[src/design/lsp_pkg.sv]
// constants and types shared by the link path and transmit timing core
// assumes one system clock at CLK_HZ; all rates are in Hz
package lsp_pkg;
	// ****************************************
	// sizes and timing
	// ****************************************
	localparam int NUM_IF       = 5;
	localparam int IDX_W        = 3;
	localparam int TYPE_W       = 4;
	localparam int RATE_W       = 28;
	localparam int OFS_W        = 16;
	localparam int CLK_HZ       = 40_000_000;
	localparam int LED_HOLD_US  = 20;
	localparam int LED_HOLD_CYC = LED_HOLD_US * (CLK_HZ / 1_000_000);
	localparam int FIFO_DEPTH   = 8;

	// ****************************************
	// rates
	// ****************************************
	localparam logic [RATE_W-1:0] SYN_MIN_HZ = 28'h0000064;
	localparam logic [RATE_W-1:0] SYN_MAX_HZ = 28'h3197500;
	localparam logic [RATE_W-1:0] RATE_OC3   = 28'h9450c00;
	localparam logic [RATE_W-1:0] RATE_STS1  = 28'h3170400;
	localparam logic [RATE_W-1:0] RATE_DS3   = 28'h2aa9e00;
	localparam logic [RATE_W-1:0] RATE_E3    = 28'h20c6a00;
	localparam logic [RATE_W-1:0] RATE_DS1   = 28'h0178f40;
	localparam logic [RATE_W-1:0] RATE_E1    = 28'h01f4000;
	localparam logic [RATE_W-1:0] RATE_HSSI  = 28'h2aea540;
	localparam logic [RATE_W-1:0] RATE_SER   = 28'h000fa00;

	// ****************************************
	// synchronised pin positions, port index 0 east, 1 west
	// ****************************************
	localparam int PIN_E_RXD = 0;
	localparam int PIN_E_RXC = 1;
	localparam int PIN_W_RXD = 2;
	localparam int PIN_W_RXC = 3;
	localparam int PIN_SYN   = 4;
	localparam int PIN_OSC   = 5;
	localparam int PIN_EXT   = 6;
	localparam int PIN_TT    = 7;
	localparam int NUM_PINS  = 8;

	typedef enum logic [1:0] {LSP_NORMAL, LSP_BYPASS, LSP_OUT_LB, LSP_IN_LB} lsp_path_e;
	typedef enum logic [1:0] {LSP_TS_REC, LSP_TS_INT, LSP_TS_EXT} lsp_tsrc_e;
	typedef enum logic [TYPE_W-1:0] {
		LSP_OC3_MM, LSP_OC3_SM, LSP_STS3, LSP_STS1, LSP_DS3, LSP_DS1,
		LSP_E3, LSP_E1, LSP_HSSI, LSP_V35, LSP_RS449, LSP_RS232
	} lsp_type_e;

	typedef struct packed {
		logic [RATE_W-1:0]       rate;
		logic signed [OFS_W-1:0] ofs;
		lsp_tsrc_e               tsrc;
		logic                    ext_tt;
		logic                    hssi_osc;
		logic                    gapped;
		logic                    async_m;
	} lsp_cfg_s;

	localparam int CFG_W = $bits(lsp_cfg_s);
endpackage : lsp_pkg

[src/design/lsp_strm_if.sv]
// valid/ready stream between the core and its fifos
// assumes both ends on the same clock
`timescale 1ns/10ps
interface lsp_strm_if #(
	parameter int W = 1
);
	logic         valid;
	logic         ready;
	logic [W-1:0] data;
	modport src (output valid, output data, input ready);
	modport snk (input valid, input data, output ready);
endinterface : lsp_strm_if

[src/design/lsp_path_core.sv]
// path routing and transmit clock selection for a two-channel link simulator
// assumes rx and clock pins are asynchronous to clk and far slower than it;
// delay/error generators sit outside and talk valid/ready on clk
//
// Summary of operation
// - at most one installed interface active at once (none before the first pick)
// - first activation of an interface loads type default data rate
// - config saved on leave, restored on return
// - tx clock source chosen per interface
// - loop timing sends on recovered receive clock
// - synthesizer 100 Hz to 52 MHz, 1 Hz
// - rate picks synthesizer or oscillator, HSSI user
// - external reference from rear input or terminal timing
// - internal rate may carry deliberate frequency offset
// - HSSI gapped or continuous clock, int/ext
// - async only on separate clock/data interfaces
// - normal path crosses through opposite channel generators
// - bypass crosses directly, skipping the generators
// - activity lamps dark while bypass selected
// - outward loopback returns each side directly
// - inward loopback returns through own-side generators
// - path takes effect on confirm, readable back
`timescale 1ns/10ps
module lsp_path_core #(
	parameter int LED_HOLD   = lsp_pkg::LED_HOLD_CYC,
	parameter int FIFO_DEPTH = lsp_pkg::FIFO_DEPTH
) (
	input wire logic                      clk,
	input wire logic                      nrst,
	input wire logic [4:0]                if_installed,
	input wire logic [19:0]               if_types,
	input wire logic [2:0]                if_sel,
	input wire logic                      if_sel_stb,
	output logic [4:0]                    if_active,
	output logic                          if_busy,
	input wire lsp_pkg::lsp_cfg_s         cfg_wdata,
	input wire logic                      cfg_wr,
	output lsp_pkg::lsp_cfg_s             cfg_cur,
	input wire logic [1:0]                path_sel,
	input wire logic                      path_stb,
	output logic [1:0]                    path_cur,
	input wire logic                      e_rx_data,
	input wire logic                      e_rx_clk,
	input wire logic                      w_rx_data,
	input wire logic                      w_rx_clk,
	input wire logic                      synth_clk,
	input wire logic                      osc_clk,
	input wire logic                      ext_clk,
	input wire logic                      tt_clk,
	output logic [1:0]                    tx_data,
	output logic [1:0]                    tx_clk,
	output logic [lsp_pkg::RATE_W-1:0]    synth_freq,
	output logic                          synth_en,
	output logic [1:0]                    gen_in_data,
	output logic [1:0]                    gen_in_valid,
	input wire logic [1:0]                gen_out_data,
	input wire logic [1:0]                gen_out_valid,
	output logic [1:0]                    gen_out_ready,
	output logic [3:0]                    act_led
);
	// ****************************************
	// helpers
	// ****************************************
	function automatic logic is_serial(lsp_pkg::lsp_type_e t);
		is_serial = (t == lsp_pkg::LSP_V35) || (t == lsp_pkg::LSP_RS449)
			|| (t == lsp_pkg::LSP_RS232);
	endfunction : is_serial

	function automatic logic [lsp_pkg::RATE_W-1:0] def_rate(lsp_pkg::lsp_type_e t);
		case (t)
			lsp_pkg::LSP_OC3_MM: def_rate = lsp_pkg::RATE_OC3;
			lsp_pkg::LSP_OC3_SM: def_rate = lsp_pkg::RATE_OC3;
			lsp_pkg::LSP_STS3:   def_rate = lsp_pkg::RATE_OC3;
			lsp_pkg::LSP_STS1:   def_rate = lsp_pkg::RATE_STS1;
			lsp_pkg::LSP_DS3:    def_rate = lsp_pkg::RATE_DS3;
			lsp_pkg::LSP_DS1:    def_rate = lsp_pkg::RATE_DS1;
			lsp_pkg::LSP_E3:     def_rate = lsp_pkg::RATE_E3;
			lsp_pkg::LSP_E1:     def_rate = lsp_pkg::RATE_E1;
			lsp_pkg::LSP_HSSI:   def_rate = lsp_pkg::RATE_HSSI;
			default:             def_rate = lsp_pkg::RATE_SER;
		endcase
	endfunction : def_rate

	// drops options the active interface cannot do
	function automatic lsp_pkg::lsp_cfg_s legal_cfg(lsp_pkg::lsp_cfg_s c,
			lsp_pkg::lsp_type_e t);
		legal_cfg = c;
		legal_cfg.async_m = c.async_m && is_serial(t);
		legal_cfg.gapped = c.gapped && (t == lsp_pkg::LSP_HSSI);
		legal_cfg.hssi_osc = c.hssi_osc && (t == lsp_pkg::LSP_HSSI);
		legal_cfg.ext_tt = c.ext_tt && is_serial(t);
	endfunction : legal_cfg

	// receive port feeding transmit port t: crossing paths take the far side
	function automatic logic feed_port(lsp_pkg::lsp_path_e p, logic t);
		feed_port = (p == lsp_pkg::LSP_NORMAL || p == lsp_pkg::LSP_BYPASS) ? ~t : t;
	endfunction : feed_port

	function automatic logic [2:0] clk_pin(lsp_pkg::lsp_path_e p, lsp_pkg::lsp_cfg_s c,
			logic osc, logic t);
		logic f;
		f = feed_port(p, t);
		if (p == lsp_pkg::LSP_BYPASS || p == lsp_pkg::LSP_OUT_LB
				|| c.tsrc == lsp_pkg::LSP_TS_REC) begin
			clk_pin = f ? 3'(lsp_pkg::PIN_W_RXC) : 3'(lsp_pkg::PIN_E_RXC);
		end else if (c.tsrc == lsp_pkg::LSP_TS_EXT) begin
			clk_pin = c.ext_tt ? 3'(lsp_pkg::PIN_TT) : 3'(lsp_pkg::PIN_EXT);
		end else begin
			clk_pin = osc ? 3'(lsp_pkg::PIN_OSC) : 3'(lsp_pkg::PIN_SYN);
		end
	endfunction : clk_pin

	// ****************************************
	// pin synchronisers
	// ****************************************
	logic [lsp_pkg::NUM_PINS-1:0] pin_raw;
	logic [lsp_pkg::NUM_PINS-1:0] pin_s1_r;
	logic [lsp_pkg::NUM_PINS-1:0] pin_s2_r;
	logic [lsp_pkg::NUM_PINS-1:0] pin_s3_r;

	assign pin_raw = {tt_clk, ext_clk, osc_clk, synth_clk,
		w_rx_clk, w_rx_data, e_rx_clk, e_rx_data};

	// third stage only feeds edge detection, never the first stage
	always_ff @(posedge clk or negedge nrst) begin
		if (!nrst) begin
			pin_s1_r <= '0;
			pin_s2_r <= '0;
			pin_s3_r <= '0;
		end else begin
			pin_s1_r <= pin_raw;
			pin_s2_r <= pin_s1_r;
			pin_s3_r <= pin_s2_r;
		end
	end

	// ****************************************
	// interface activation
	// ****************************************
	typedef enum logic [1:0] {SEL_IDLE, SEL_SAVE, SEL_LOAD} lsp_sel_e;

	lsp_sel_e                     sel_st_r;
	logic [2:0]                   act_idx_r;
	logic [2:0]                   new_idx_r;
	logic                         act_vld_r;
	logic [4:0]                   saved_r;
	logic [4:0]                   active_r;
	lsp_pkg::lsp_cfg_s            cur_cfg_r;
	lsp_pkg::lsp_cfg_s            dflt_cfg;
	logic [lsp_pkg::CFG_W-1:0]    mem_rdata;
	logic                         mem_we;
	lsp_pkg::lsp_type_e           act_type;
	logic                         sel_ok;

	assign act_type = lsp_pkg::lsp_type_e'(if_types[act_idx_r*lsp_pkg::TYPE_W +: 4]);
	assign sel_ok = if_sel_stb && (sel_st_r == SEL_IDLE) && (if_sel < 3'(lsp_pkg::NUM_IF))
		&& if_installed[if_sel] && !(act_vld_r && (if_sel == act_idx_r));
	assign mem_we = (sel_st_r == SEL_SAVE) && act_vld_r;

	always_comb begin
		dflt_cfg = '0;
		dflt_cfg.rate = def_rate(act_type);
		dflt_cfg.tsrc = lsp_pkg::LSP_TS_INT;
	end

	always_ff @(posedge clk or negedge nrst) begin
		if (!nrst) begin
			sel_st_r <= SEL_IDLE;
			new_idx_r <= '0;
		end else begin
			case (sel_st_r)
				SEL_IDLE: begin
					if (sel_ok) begin
						new_idx_r <= if_sel;
						sel_st_r <= SEL_SAVE;
					end
				end
				SEL_SAVE: sel_st_r <= SEL_LOAD;
				SEL_LOAD: sel_st_r <= SEL_IDLE;
				default:  sel_st_r <= SEL_IDLE;
			endcase
		end
	end

	// old interface drops in the same edge the new one rises
	always_ff @(posedge clk or negedge nrst) begin
		if (!nrst) begin
			act_idx_r <= '0;
			act_vld_r <= 1'b0;
			active_r <= '0;
			saved_r <= '0;
		end else if (sel_st_r == SEL_SAVE) begin
			act_idx_r <= new_idx_r;
			act_vld_r <= 1'b1;
			active_r <= 5'h01 << new_idx_r;
			if (act_vld_r) begin
				saved_r[act_idx_r] <= 1'b1;
			end
		end
	end

	always_ff @(posedge clk or negedge nrst) begin
		if (!nrst) begin
			cur_cfg_r <= '0;
		end else if (sel_st_r == SEL_LOAD) begin
			cur_cfg_r <= saved_r[act_idx_r] ? lsp_pkg::lsp_cfg_s'(mem_rdata) : dflt_cfg;
		end else if (sel_st_r == SEL_IDLE && cfg_wr && act_vld_r) begin
			cur_cfg_r <= legal_cfg(cfg_wdata, act_type);
		end
	end

	lsp_cfg_mem #(
		.W     (lsp_pkg::CFG_W),
		.DEPTH (lsp_pkg::NUM_IF),
		.AW    (lsp_pkg::IDX_W)
	) u_cfg_mem (
		.clk   (clk),
		.nrst  (nrst),
		.we    (mem_we),
		.waddr (act_idx_r),
		.wdata (cur_cfg_r),
		.raddr (new_idx_r),
		.rdata (mem_rdata)
	);

	assign if_active = active_r;
	assign if_busy = (sel_st_r != SEL_IDLE);
	assign cfg_cur = cur_cfg_r;

	// ****************************************
	// internal timing: synthesizer or oscillator
	// ****************************************
	localparam logic signed [29:0] SMIN = 30'(lsp_pkg::SYN_MIN_HZ);
	localparam logic signed [29:0] SMAX = 30'(lsp_pkg::SYN_MAX_HZ);

	logic                    use_osc;
	logic signed [29:0]      syn_sum;
	logic [lsp_pkg::RATE_W-1:0] syn_freq_r;
	logic                    syn_en_r;

	// on non-serial, non-HSSI cards, rates above the synthesizer's reach or at the card's own rate use the oscillator
	assign use_osc = (act_type == lsp_pkg::LSP_HSSI) ? cur_cfg_r.hssi_osc
		: (!is_serial(act_type) && (cur_cfg_r.rate == def_rate(act_type)
		|| cur_cfg_r.rate > lsp_pkg::SYN_MAX_HZ));
	assign syn_sum = $signed({2'b00, cur_cfg_r.rate}) + 30'(cur_cfg_r.ofs);

	always_ff @(posedge clk or negedge nrst) begin
		if (!nrst) begin
			syn_freq_r <= lsp_pkg::SYN_MIN_HZ;
			syn_en_r <= 1'b0;
		end else begin
			if (syn_sum < SMIN) begin
				syn_freq_r <= lsp_pkg::SYN_MIN_HZ;
			end else if (syn_sum > SMAX) begin
				syn_freq_r <= lsp_pkg::SYN_MAX_HZ;
			end else begin
				syn_freq_r <= syn_sum[lsp_pkg::RATE_W-1:0];
			end
			syn_en_r <= act_vld_r && (cur_cfg_r.tsrc == lsp_pkg::LSP_TS_INT) && !use_osc;
		end
	end

	assign synth_freq = syn_freq_r;
	assign synth_en = syn_en_r;

	// ****************************************
	// data path select
	// ****************************************
	lsp_pkg::lsp_path_e path_r;

	always_ff @(posedge clk or negedge nrst) begin
		if (!nrst) begin
			path_r <= lsp_pkg::LSP_NORMAL;
		end else if (path_stb) begin
			path_r <= lsp_pkg::lsp_path_e'(path_sel);
		end
	end

	assign path_cur = path_r;

	// ****************************************
	// per transmit port: generator feed, fifo, clocking
	// ****************************************
	for (genvar g = 0; g < 2; g++) begin : g_tx
		logic       fp;
		logic [2:0] ci;
		logic       direct;
		logic       gap_on;
		logic       clk_fall;
		logic       src_rise;
		logic       in_dat_r;
		logic       in_vld_r;
		logic       dat_r;
		logic       clk_r;

		lsp_strm_if #(.W(1)) wr_if ();
		lsp_strm_if #(.W(1)) rd_if ();

		// both ports read the one path register, so routes never disagree
		assign fp = feed_port(path_r, 1'(g));
		assign ci = clk_pin(path_r, cur_cfg_r, use_osc, 1'(g));
		// unclocked async data cannot go through bit-clocked generators
		assign direct = (path_r == lsp_pkg::LSP_BYPASS) || (path_r == lsp_pkg::LSP_OUT_LB)
			|| cur_cfg_r.async_m;
		assign gap_on = cur_cfg_r.gapped && (cur_cfg_r.tsrc != lsp_pkg::LSP_TS_REC);
		assign clk_fall = !pin_s2_r[ci] && pin_s3_r[ci];
		assign src_rise = pin_s2_r[2*fp+1] && !pin_s3_r[2*fp+1];

		always_ff @(posedge clk or negedge nrst) begin
			if (!nrst) begin
				in_dat_r <= 1'b0;
				in_vld_r <= 1'b0;
			end else begin
				in_dat_r <= pin_s2_r[2*fp];
				in_vld_r <= !direct && src_rise;
			end
		end

		assign wr_if.valid = gen_out_valid[g];
		assign wr_if.data = gen_out_data[g];
		assign gen_out_ready[g] = wr_if.ready;
		assign rd_if.ready = !direct && clk_fall;

		lsp_fifo #(
			.W     (1),
			.DEPTH (FIFO_DEPTH)
		) u_fifo (
			.clk  (clk),
			.nrst (nrst),
			.wr   (wr_if),
			.rd   (rd_if)
		);

		// data changes on the falling edge so the far end samples on the rising one
		always_ff @(posedge clk or negedge nrst) begin
			if (!nrst) begin
				dat_r <= 1'b0;
				clk_r <= 1'b0;
			end else if (direct) begin
				dat_r <= pin_s2_r[2*fp];
				clk_r <= !cur_cfg_r.async_m && pin_s2_r[2*fp+1];
			end else begin
				if (rd_if.ready && rd_if.valid) begin
					dat_r <= rd_if.data;
				end
				clk_r <= pin_s2_r[ci] && (!gap_on || rd_if.valid);
			end
		end

		assign gen_in_data[g] = in_dat_r;
		assign gen_in_valid[g] = in_vld_r;
		assign tx_data[g] = dat_r;
		assign tx_clk[g] = clk_r;
	end

	// ****************************************
	// activity lamps
	// ****************************************
	localparam int LW = $clog2(LED_HOLD + 1);

	logic [1:0]   tx_prev_r;
	logic [3:0]   act_evt;
	logic [LW-1:0] led_cnt_r [4];

	// order: east rx, east tx, west rx, west tx
	assign act_evt = {tx_data[1] ^ tx_prev_r[1],
		pin_s2_r[lsp_pkg::PIN_W_RXD] ^ pin_s3_r[lsp_pkg::PIN_W_RXD],
		tx_data[0] ^ tx_prev_r[0],
		pin_s2_r[lsp_pkg::PIN_E_RXD] ^ pin_s3_r[lsp_pkg::PIN_E_RXD]};

	always_ff @(posedge clk or negedge nrst) begin
		if (!nrst) begin
			tx_prev_r <= '0;
			for (int i = 0; i < 4; i++) begin
				led_cnt_r[i] <= '0;
			end
		end else begin
			tx_prev_r <= tx_data;
			for (int i = 0; i < 4; i++) begin
				if (act_evt[i]) begin
					led_cnt_r[i] <= LW'(LED_HOLD);
				end else if (led_cnt_r[i] != '0) begin
					led_cnt_r[i] <= led_cnt_r[i] - 1'b1;
				end
			end
		end
	end

	always_comb begin
		for (int i = 0; i < 4; i++) begin
			act_led[i] = (led_cnt_r[i] != '0) && (path_r != lsp_pkg::LSP_BYPASS);
		end
	end
endmodule : lsp_path_core

[src/design/lsp_fifo.sv]
// small synchronous fifo between a generator return and a transmit port
// assumes DEPTH is a power of two and both sides run on clk
`timescale 1ns/10ps
module lsp_fifo #(
	parameter int W     = 1,
	parameter int DEPTH = 8
) (
	input wire logic clk,
	input wire logic nrst,
	lsp_strm_if.snk  wr,
	lsp_strm_if.src  rd
);
	localparam int AW = $clog2(DEPTH);

	logic [W-1:0] mem_r [DEPTH];
	logic [AW:0]  wp_r;
	logic [AW:0]  rp_r;
	logic         full;
	logic         empty;
	logic         push;
	logic         pop;

	// extra pointer bit tells full from empty
	assign full     = (wp_r[AW] != rp_r[AW]) && (wp_r[AW-1:0] == rp_r[AW-1:0]);
	assign empty    = (wp_r == rp_r);
	assign wr.ready = !full;
	assign rd.valid = !empty;
	assign rd.data  = mem_r[rp_r[AW-1:0]];
	assign push     = wr.valid && !full;
	assign pop      = rd.ready && !empty;

	always_ff @(posedge clk or negedge nrst) begin
		if (!nrst) begin
			wp_r <= '0;
			rp_r <= '0;
		end else begin
			if (push) begin
				wp_r <= wp_r + 1'b1;
			end
			if (pop) begin
				rp_r <= rp_r + 1'b1;
			end
		end
	end

	always_ff @(posedge clk) begin
		if (push) begin
			mem_r[wp_r[AW-1:0]] <= wr.data;
		end
	end
endmodule : lsp_fifo

[src/design/lsp_cfg_mem.sv]
// per-interface saved configuration store, registered read
// assumes one write and one read per cycle at different addresses
`timescale 1ns/10ps
module lsp_cfg_mem #(
	parameter int W     = 32,
	parameter int DEPTH = 5,
	parameter int AW    = 3
) (
	input wire logic          clk,
	input wire logic          nrst,
	input wire logic          we,
	input wire logic [AW-1:0] waddr,
	input wire logic [W-1:0]  wdata,
	input wire logic [AW-1:0] raddr,
	output logic [W-1:0]      rdata
);
	logic [W-1:0] mem_r [DEPTH];

	always_ff @(posedge clk) begin
		if (we) begin
			mem_r[waddr] <= wdata;
		end
	end

	always_ff @(posedge clk or negedge nrst) begin
		if (!nrst) begin
			rdata <= '0;
		end else begin
			rdata <= mem_r[raddr];
		end
	end
endmodule : lsp_cfg_mem

[config.mk]
export PLATFORM = sky130hd
export DESIGN_NAME = lsp_path_core
export DESIGN_NICKNAME = d
export VERILOG_FILES = /design/src/design/lsp_pkg.sv /design/src/design/lsp_strm_if.sv /design/src/design/lsp_path_core.sv /design/src/design/lsp_fifo.sv /design/src/design/lsp_cfg_mem.sv
export SDC_FILE = /design/constraint.sdc
export NUM_CORES = 1
export LEC_CHECK = 0
export ABC_CLOCK_PERIOD_IN_PS = 10100
export BUFFER_PORTS_ARGS = -buffer_cell sky130_fd_sc_hd__buf_2
export CORE_MARGIN = 3
export CORE_UTILIZATION = 60
export DETAILED_ROUTE_END_ITERATION = 10
export PLACE_DENSITY_LB_ADDON = 0.1
export REMOVE_ABC_BUFFERS = 1
export SYNTH_ARGS = -nofsm -noshare
export SYNTH_HDL_FRONTEND = slang
export SYNTH_SLANG_ARGS = --single-unit
[constraint.sdc]
create_clock -name clk -period 10.1 [get_ports clk]
set_clock_uncertainty 0.15 [all_clocks]
set_input_delay 2.02 -clock clk [delete_from_list [all_inputs] [get_ports clk]]
set_output_delay 2.02 -clock clk [all_outputs]
set_load 0.01 [all_outputs]
==> impl.org <==
** Placed design
- After detailed placement, the total cell area comes to 23,600 µm².
- Detailed-placement wirelength estimate :: 35.0 mm
- Number of I/O port buffers :: 197
- Final GP Congestion :: 0.896

** STA
- Of the available clock period, the critical path in the final layout requires 57.5%.
- Hold Vio Cnt, Final :: 0
- Post-route setup TNS :: 0 ns
- Worst max-slew margin expressed relative to the limit :: 18.3%
- The final max-slew violation count is 0.
- RSZ-0062 raised after global routing :: no
- For this run, the top clock speed supported by timing is 0.172 GHz.
- For the pin with the worst max-slew slack, the measured transition is 1.22 ns.
- Setup violations remaining at the end of the flow were counted as 0.
- Clock period minus final worst setup slack :: 5.81 ns

** Worst setup path
- Top cell by count, worst path :: sky130_fd_sc_hd__o21ai_0
- Worst R2R Start :: cfg_cur[22]
- Endpoint of the worst register-to-register path :: synth_freq[17]
- Worst Path Arrival :: 6.11 ns
- Worst-case reg-to-reg path depth :: 15
- Chain of cells forming the critical path :: ha_1, fa_1, a21o_1, a21oi_1, o21ai_1, a221oi_2, o21ai_0, a31oi_1, xor2_1, o21ai_0, nor4_1, nand2_1, o31ai_2, nand2b_1, nor2_1
- Startpoint type of the worst setup path :: flip-flop
- Delay of the slowest cell on the worst path :: 0.77 ns
- STA puts the critical path data required time at 10.40 ns.
- The worst setup path is captured at a flip-flop.
- Class of the most critical setup path :: reg2reg
- For this design, the slowest cell found on the critical path is sky130_fd_sc_hd__o31ai_2.
- In this run the worst path has a maximum fanout of 14.
- The setup check on the worst reg-to-reg path leaves a slack of 4.29 ns.

** Floorplan
- Pin placement for this block handled 198 I/O pins.
- The region available for standard cell placement spans 36,100 µm².
- For this configuration, the core starts out at a cell density of 61.7%.
- The die covers 39,400 µm².
- The die is 199 µm wide.
- Height of the die :: 199 µm
- The initialized floorplan defines 69 standard-cell rows.

** Route
- The detail route stage leaves a number of antenna-violating nets equal to 0.
- Across all layers, the routed design uses 15,300 vias.
- Detailed Route WL :: 55.6 mm
- The highest metal layer carrying signal wires in the routed design is met4.
- Initial detailed-routing violation count :: 1,373
- DR WL/cell :: 22.7 µm
- Using the TritonRoute via totals, the vias-per-cell ratio works out to 6.24.
- Wire length on met2 :: 25.6 mm
- The routed design uses 4.62 mm of met3 wire.
- Sum of routed wire segments on met1 :: 24.2 mm
- Number of design rule violations left after detail routing :: 0
- The first detailed-routing pass ran for 5 iterations.

** Clock network
- Maximum number of buffers from clock root to sink :: 3
- H-Tree Depth :: 2
- At the later pin of the worst-skew pair, clock insertion delay measures 0.60 ns.
- Gates resized during post-CTS repair numbered 0.
- After clock tree synthesis, the clock-pin slew on the worst setup and hold paths is 0.06 ns.
- Root buffer selected by CTS :: sky130_fd_sc_hd__clkbuf_16
- After clock tree synthesis, the setup repair step added 0 buffers.
- CTS tree :: built
- Counting the buffers created by CTS gives 50.
- Count of hold-fix buffers inserted at cts :: 0
- Total clock sinks :: 506

** Cells and area
- Count of inserted antenna diode cells :: 0
- Commonest non-fill, non-tap cell in the layout :: sky130_fd_sc_hd__edfxtp_1
- Fill cell total of the finished layout :: 2,524
- Most frequent cells in the layout :: sky130_fd_sc_hd__edfxtp_1 (266), sky130_fd_sc_hd__nand2_1 (254), sky130_fd_sc_hd__dfrtp_1 (234)
- Summing all multi-input logic gate instances after layout gives 7690 µm².
- Cells fill 70.3% of the core in the end.
- In the final layout, the share of cells above drive strength 1 is 20.1%.
- Area Overhead vs Synth :: 13.9%
- Registers take 14,000 µm².
- Final cell area excluding filler cells :: 25,400 µm²
- Final layout net count :: 2,085

** Power
- Power Density :: 354 nW/µm²
- Static power due to leakage :: 10.3 nW
- Maximum VDD drop :: 0.258 mV

** GRT
- For this run, the total global-route usage over all layers was measured as 28.4%.
- Antenna violations before repair :: 0
- Total global routing overflow :: 0
- Wire length of the first global-routing pass :: 85.3 mm
- Maximum number of pins on one net before global-route repair :: 114
- The via count of the first global-routing pass was 14,800.

** Synth
- Summing the sequential cell areas from Yosys gives 62.9% of the chip area.
- YS warnings :: 0
- For this run, the leading register cell type out of synthesis is sky130_fd_sc_hd__edfxtp_1.
- Mapped cell area :: 22,300 µm²
- The netlist uses 85 different library cells.
- Post-Syn Area per Cell :: 12.5 µm²
- Share of flip-flops with an asynchronous set or reset after synthesis :: 47.4%
- Instance count of the mapped netlist :: 1,774
- Number of flops mapped to enable cells by yosys :: 266
- Register bit total from synthesis :: 506

** Min path
- Worst Hold Depth :: 0
- The worst hold path belongs to the class reg2reg.
- The worst hold path terminates at pin_s2_r[3].
- In this run the most critical hold path is launched from pin_s1_r[3].

** Job
- The tool flagged a number of max-cap violations equal to 0.

** Run status
- Outcome :: finished, final reports clean
==> metal layers <==
layer	track usage, %	vias to the layer above
met3	4.15	77
met1	43.7	7684
met5	0	-
li1	-	6872
met2	43.3	660
met4	7.83	0
==> flip-flops by register name (all words and copies together) (netlist names), 2 cells and up <==
name / count
g_tx.clk_r: 2
g_tx.u_fifo.wp_r: 8
if_active: 5
g_tx.in_vld_r: 2
act_idx_r: 3
g_tx.in_dat_r: 2
tx_prev_r: 2
cfg_cur: 50
u_cfg_mem.mem_r: 250
synth_freq: 28
u_cfg_mem.rdata: 50
led_cnt_r: 40
pin_s2_r: 8
saved_r: 5
path_cur: 2
g_tx.u_fifo.rp_r: 8
g_tx.u_fifo.mem_r: 16
new_idx_r: 3
sel_st_r: 2
g_tx.dat_r: 2
pin_s3_r: 8
pin_s1_r: 8
==> layout make-up <==
class,instances,share of cell area (%)
inverter,53,0.785
sequential,506,55.2
tap,461,2.28
multi-input combinational,1123,30.3
timing repair buffer,214,4.43
clock inverter,16,0.893
clock buffer,78,6.05
==> synth_stat cells, drive strengths merged, types with 7 or more instances <==
| library cell | number | area, µm² |
|---|---|---|
| clkbuf | 63 | 236 |
| a211oi | 14 | 110 |
| nor2b | 7 | 43.8 |
| and3 | 10 | 62.6 |
| nand3 | 25 | 125 |
| o21a | 7 | 52.6 |
| nor3b | 9 | 67.6 |
| mux2i | 18 | 180 |
| a31oi | 14 | 87.6 |
| edfxtp | 266 | 7990 |
| xnor2 | 37 | 324 |
| nor3 | 38 | 190 |
| mux2 | 12 | 135 |
| a21oi | 109 | 553 |
| nor4 | 17 | 113 |
| nor2 | 115 | 432 |
| a21o | 23 | 173 |
| mux4 | 56 | 1260 |
| or3 | 16 | 100 |
| or2 | 10 | 62.6 |
| nand4 | 11 | 75.1 |
| ha | 39 | 488 |
| inv | 52 | 195 |
| nand2 | 254 | 953 |
| o22ai | 44 | 282 |
| buf | 30 | 189 |
| o21ai | 72 | 360 |
| xor2 | 36 | 315 |
| a211o | 8 | 71.3 |
| nand2b | 19 | 119 |
| dfrtp | 237 | 5930 |
| o211ai | 9 | 67.6 |
==> cell families (layout without fill, tap and decap cells) <==
logic type | count (synthesis) | count (layout) | share of synthesized area [%]
AND/OR/NAND/NOR | 554 | 554 | 11.3
multiplexers | 86 | 86 | 7.08
buffers and inverters | 146 | 361 | 2.81
adder cells (fa/ha/maj) | 40 | 40 | 2.28
AO/OA/AOI/OAI | 368 | 368 | 10.7
other | 1 | 2 | 0.0168
XOR/XNOR | 73 | 73 | 2.87
flip-flops | 506 | 506 | 62.9
==> where the power goes <==
group	switching [mW]	internal, mW
sequential	0.607	2.75
clock	0.790	1.15
combinational	2.25	1.41
total	3.65	5.32
==> through the flow <==
stage	cells	hold WS, ns	setup slack, ns	power (mW)
after floorplan	1682	0.181	4.56	5.77
after global placement	2357	0.183	3.88	6.93
after detailed placement	2357	0.186	3.88	7.00
after CTS	2451	0.206	4.43	8.97
after global routing	2451	0.212	3.94	9.52
final	2451	0.204	4.29	8.97
==> worst max path at each step <==
stage	from	slack, ns	end	cells past startpoint
2_1_floorplan	if_types[15]	4.56	g_tx[1].u_fifo.rp_r[1]	10
3_3_place_gp	if_types[2]	3.88	g_tx[1].u_fifo.rp_r[1]	13
3_5_place_dp	if_types[6]	3.88	g_tx[1].u_fifo.rp_r[1]	13
4_1_cts	cfg_cur[22]	4.43	synth_freq[17]	15
5_1_grt	cfg_cur[22]	3.94	synth_freq[17]	15
6_report	cfg_cur[22]	4.29	synth_freq[17]	15
==> worst max-delay path, delay by kind of cell (launching register included) <==
kind                       cells  cell delay, ns
xor gates and xnor gates       1            0.20
AOI/OAI and AO/OA              8            2.83
DFF                            1            0.49
and+or+nand+nor                4            1.30
adders and majority gates      2            0.68
(Power assumes the default switching activity.)
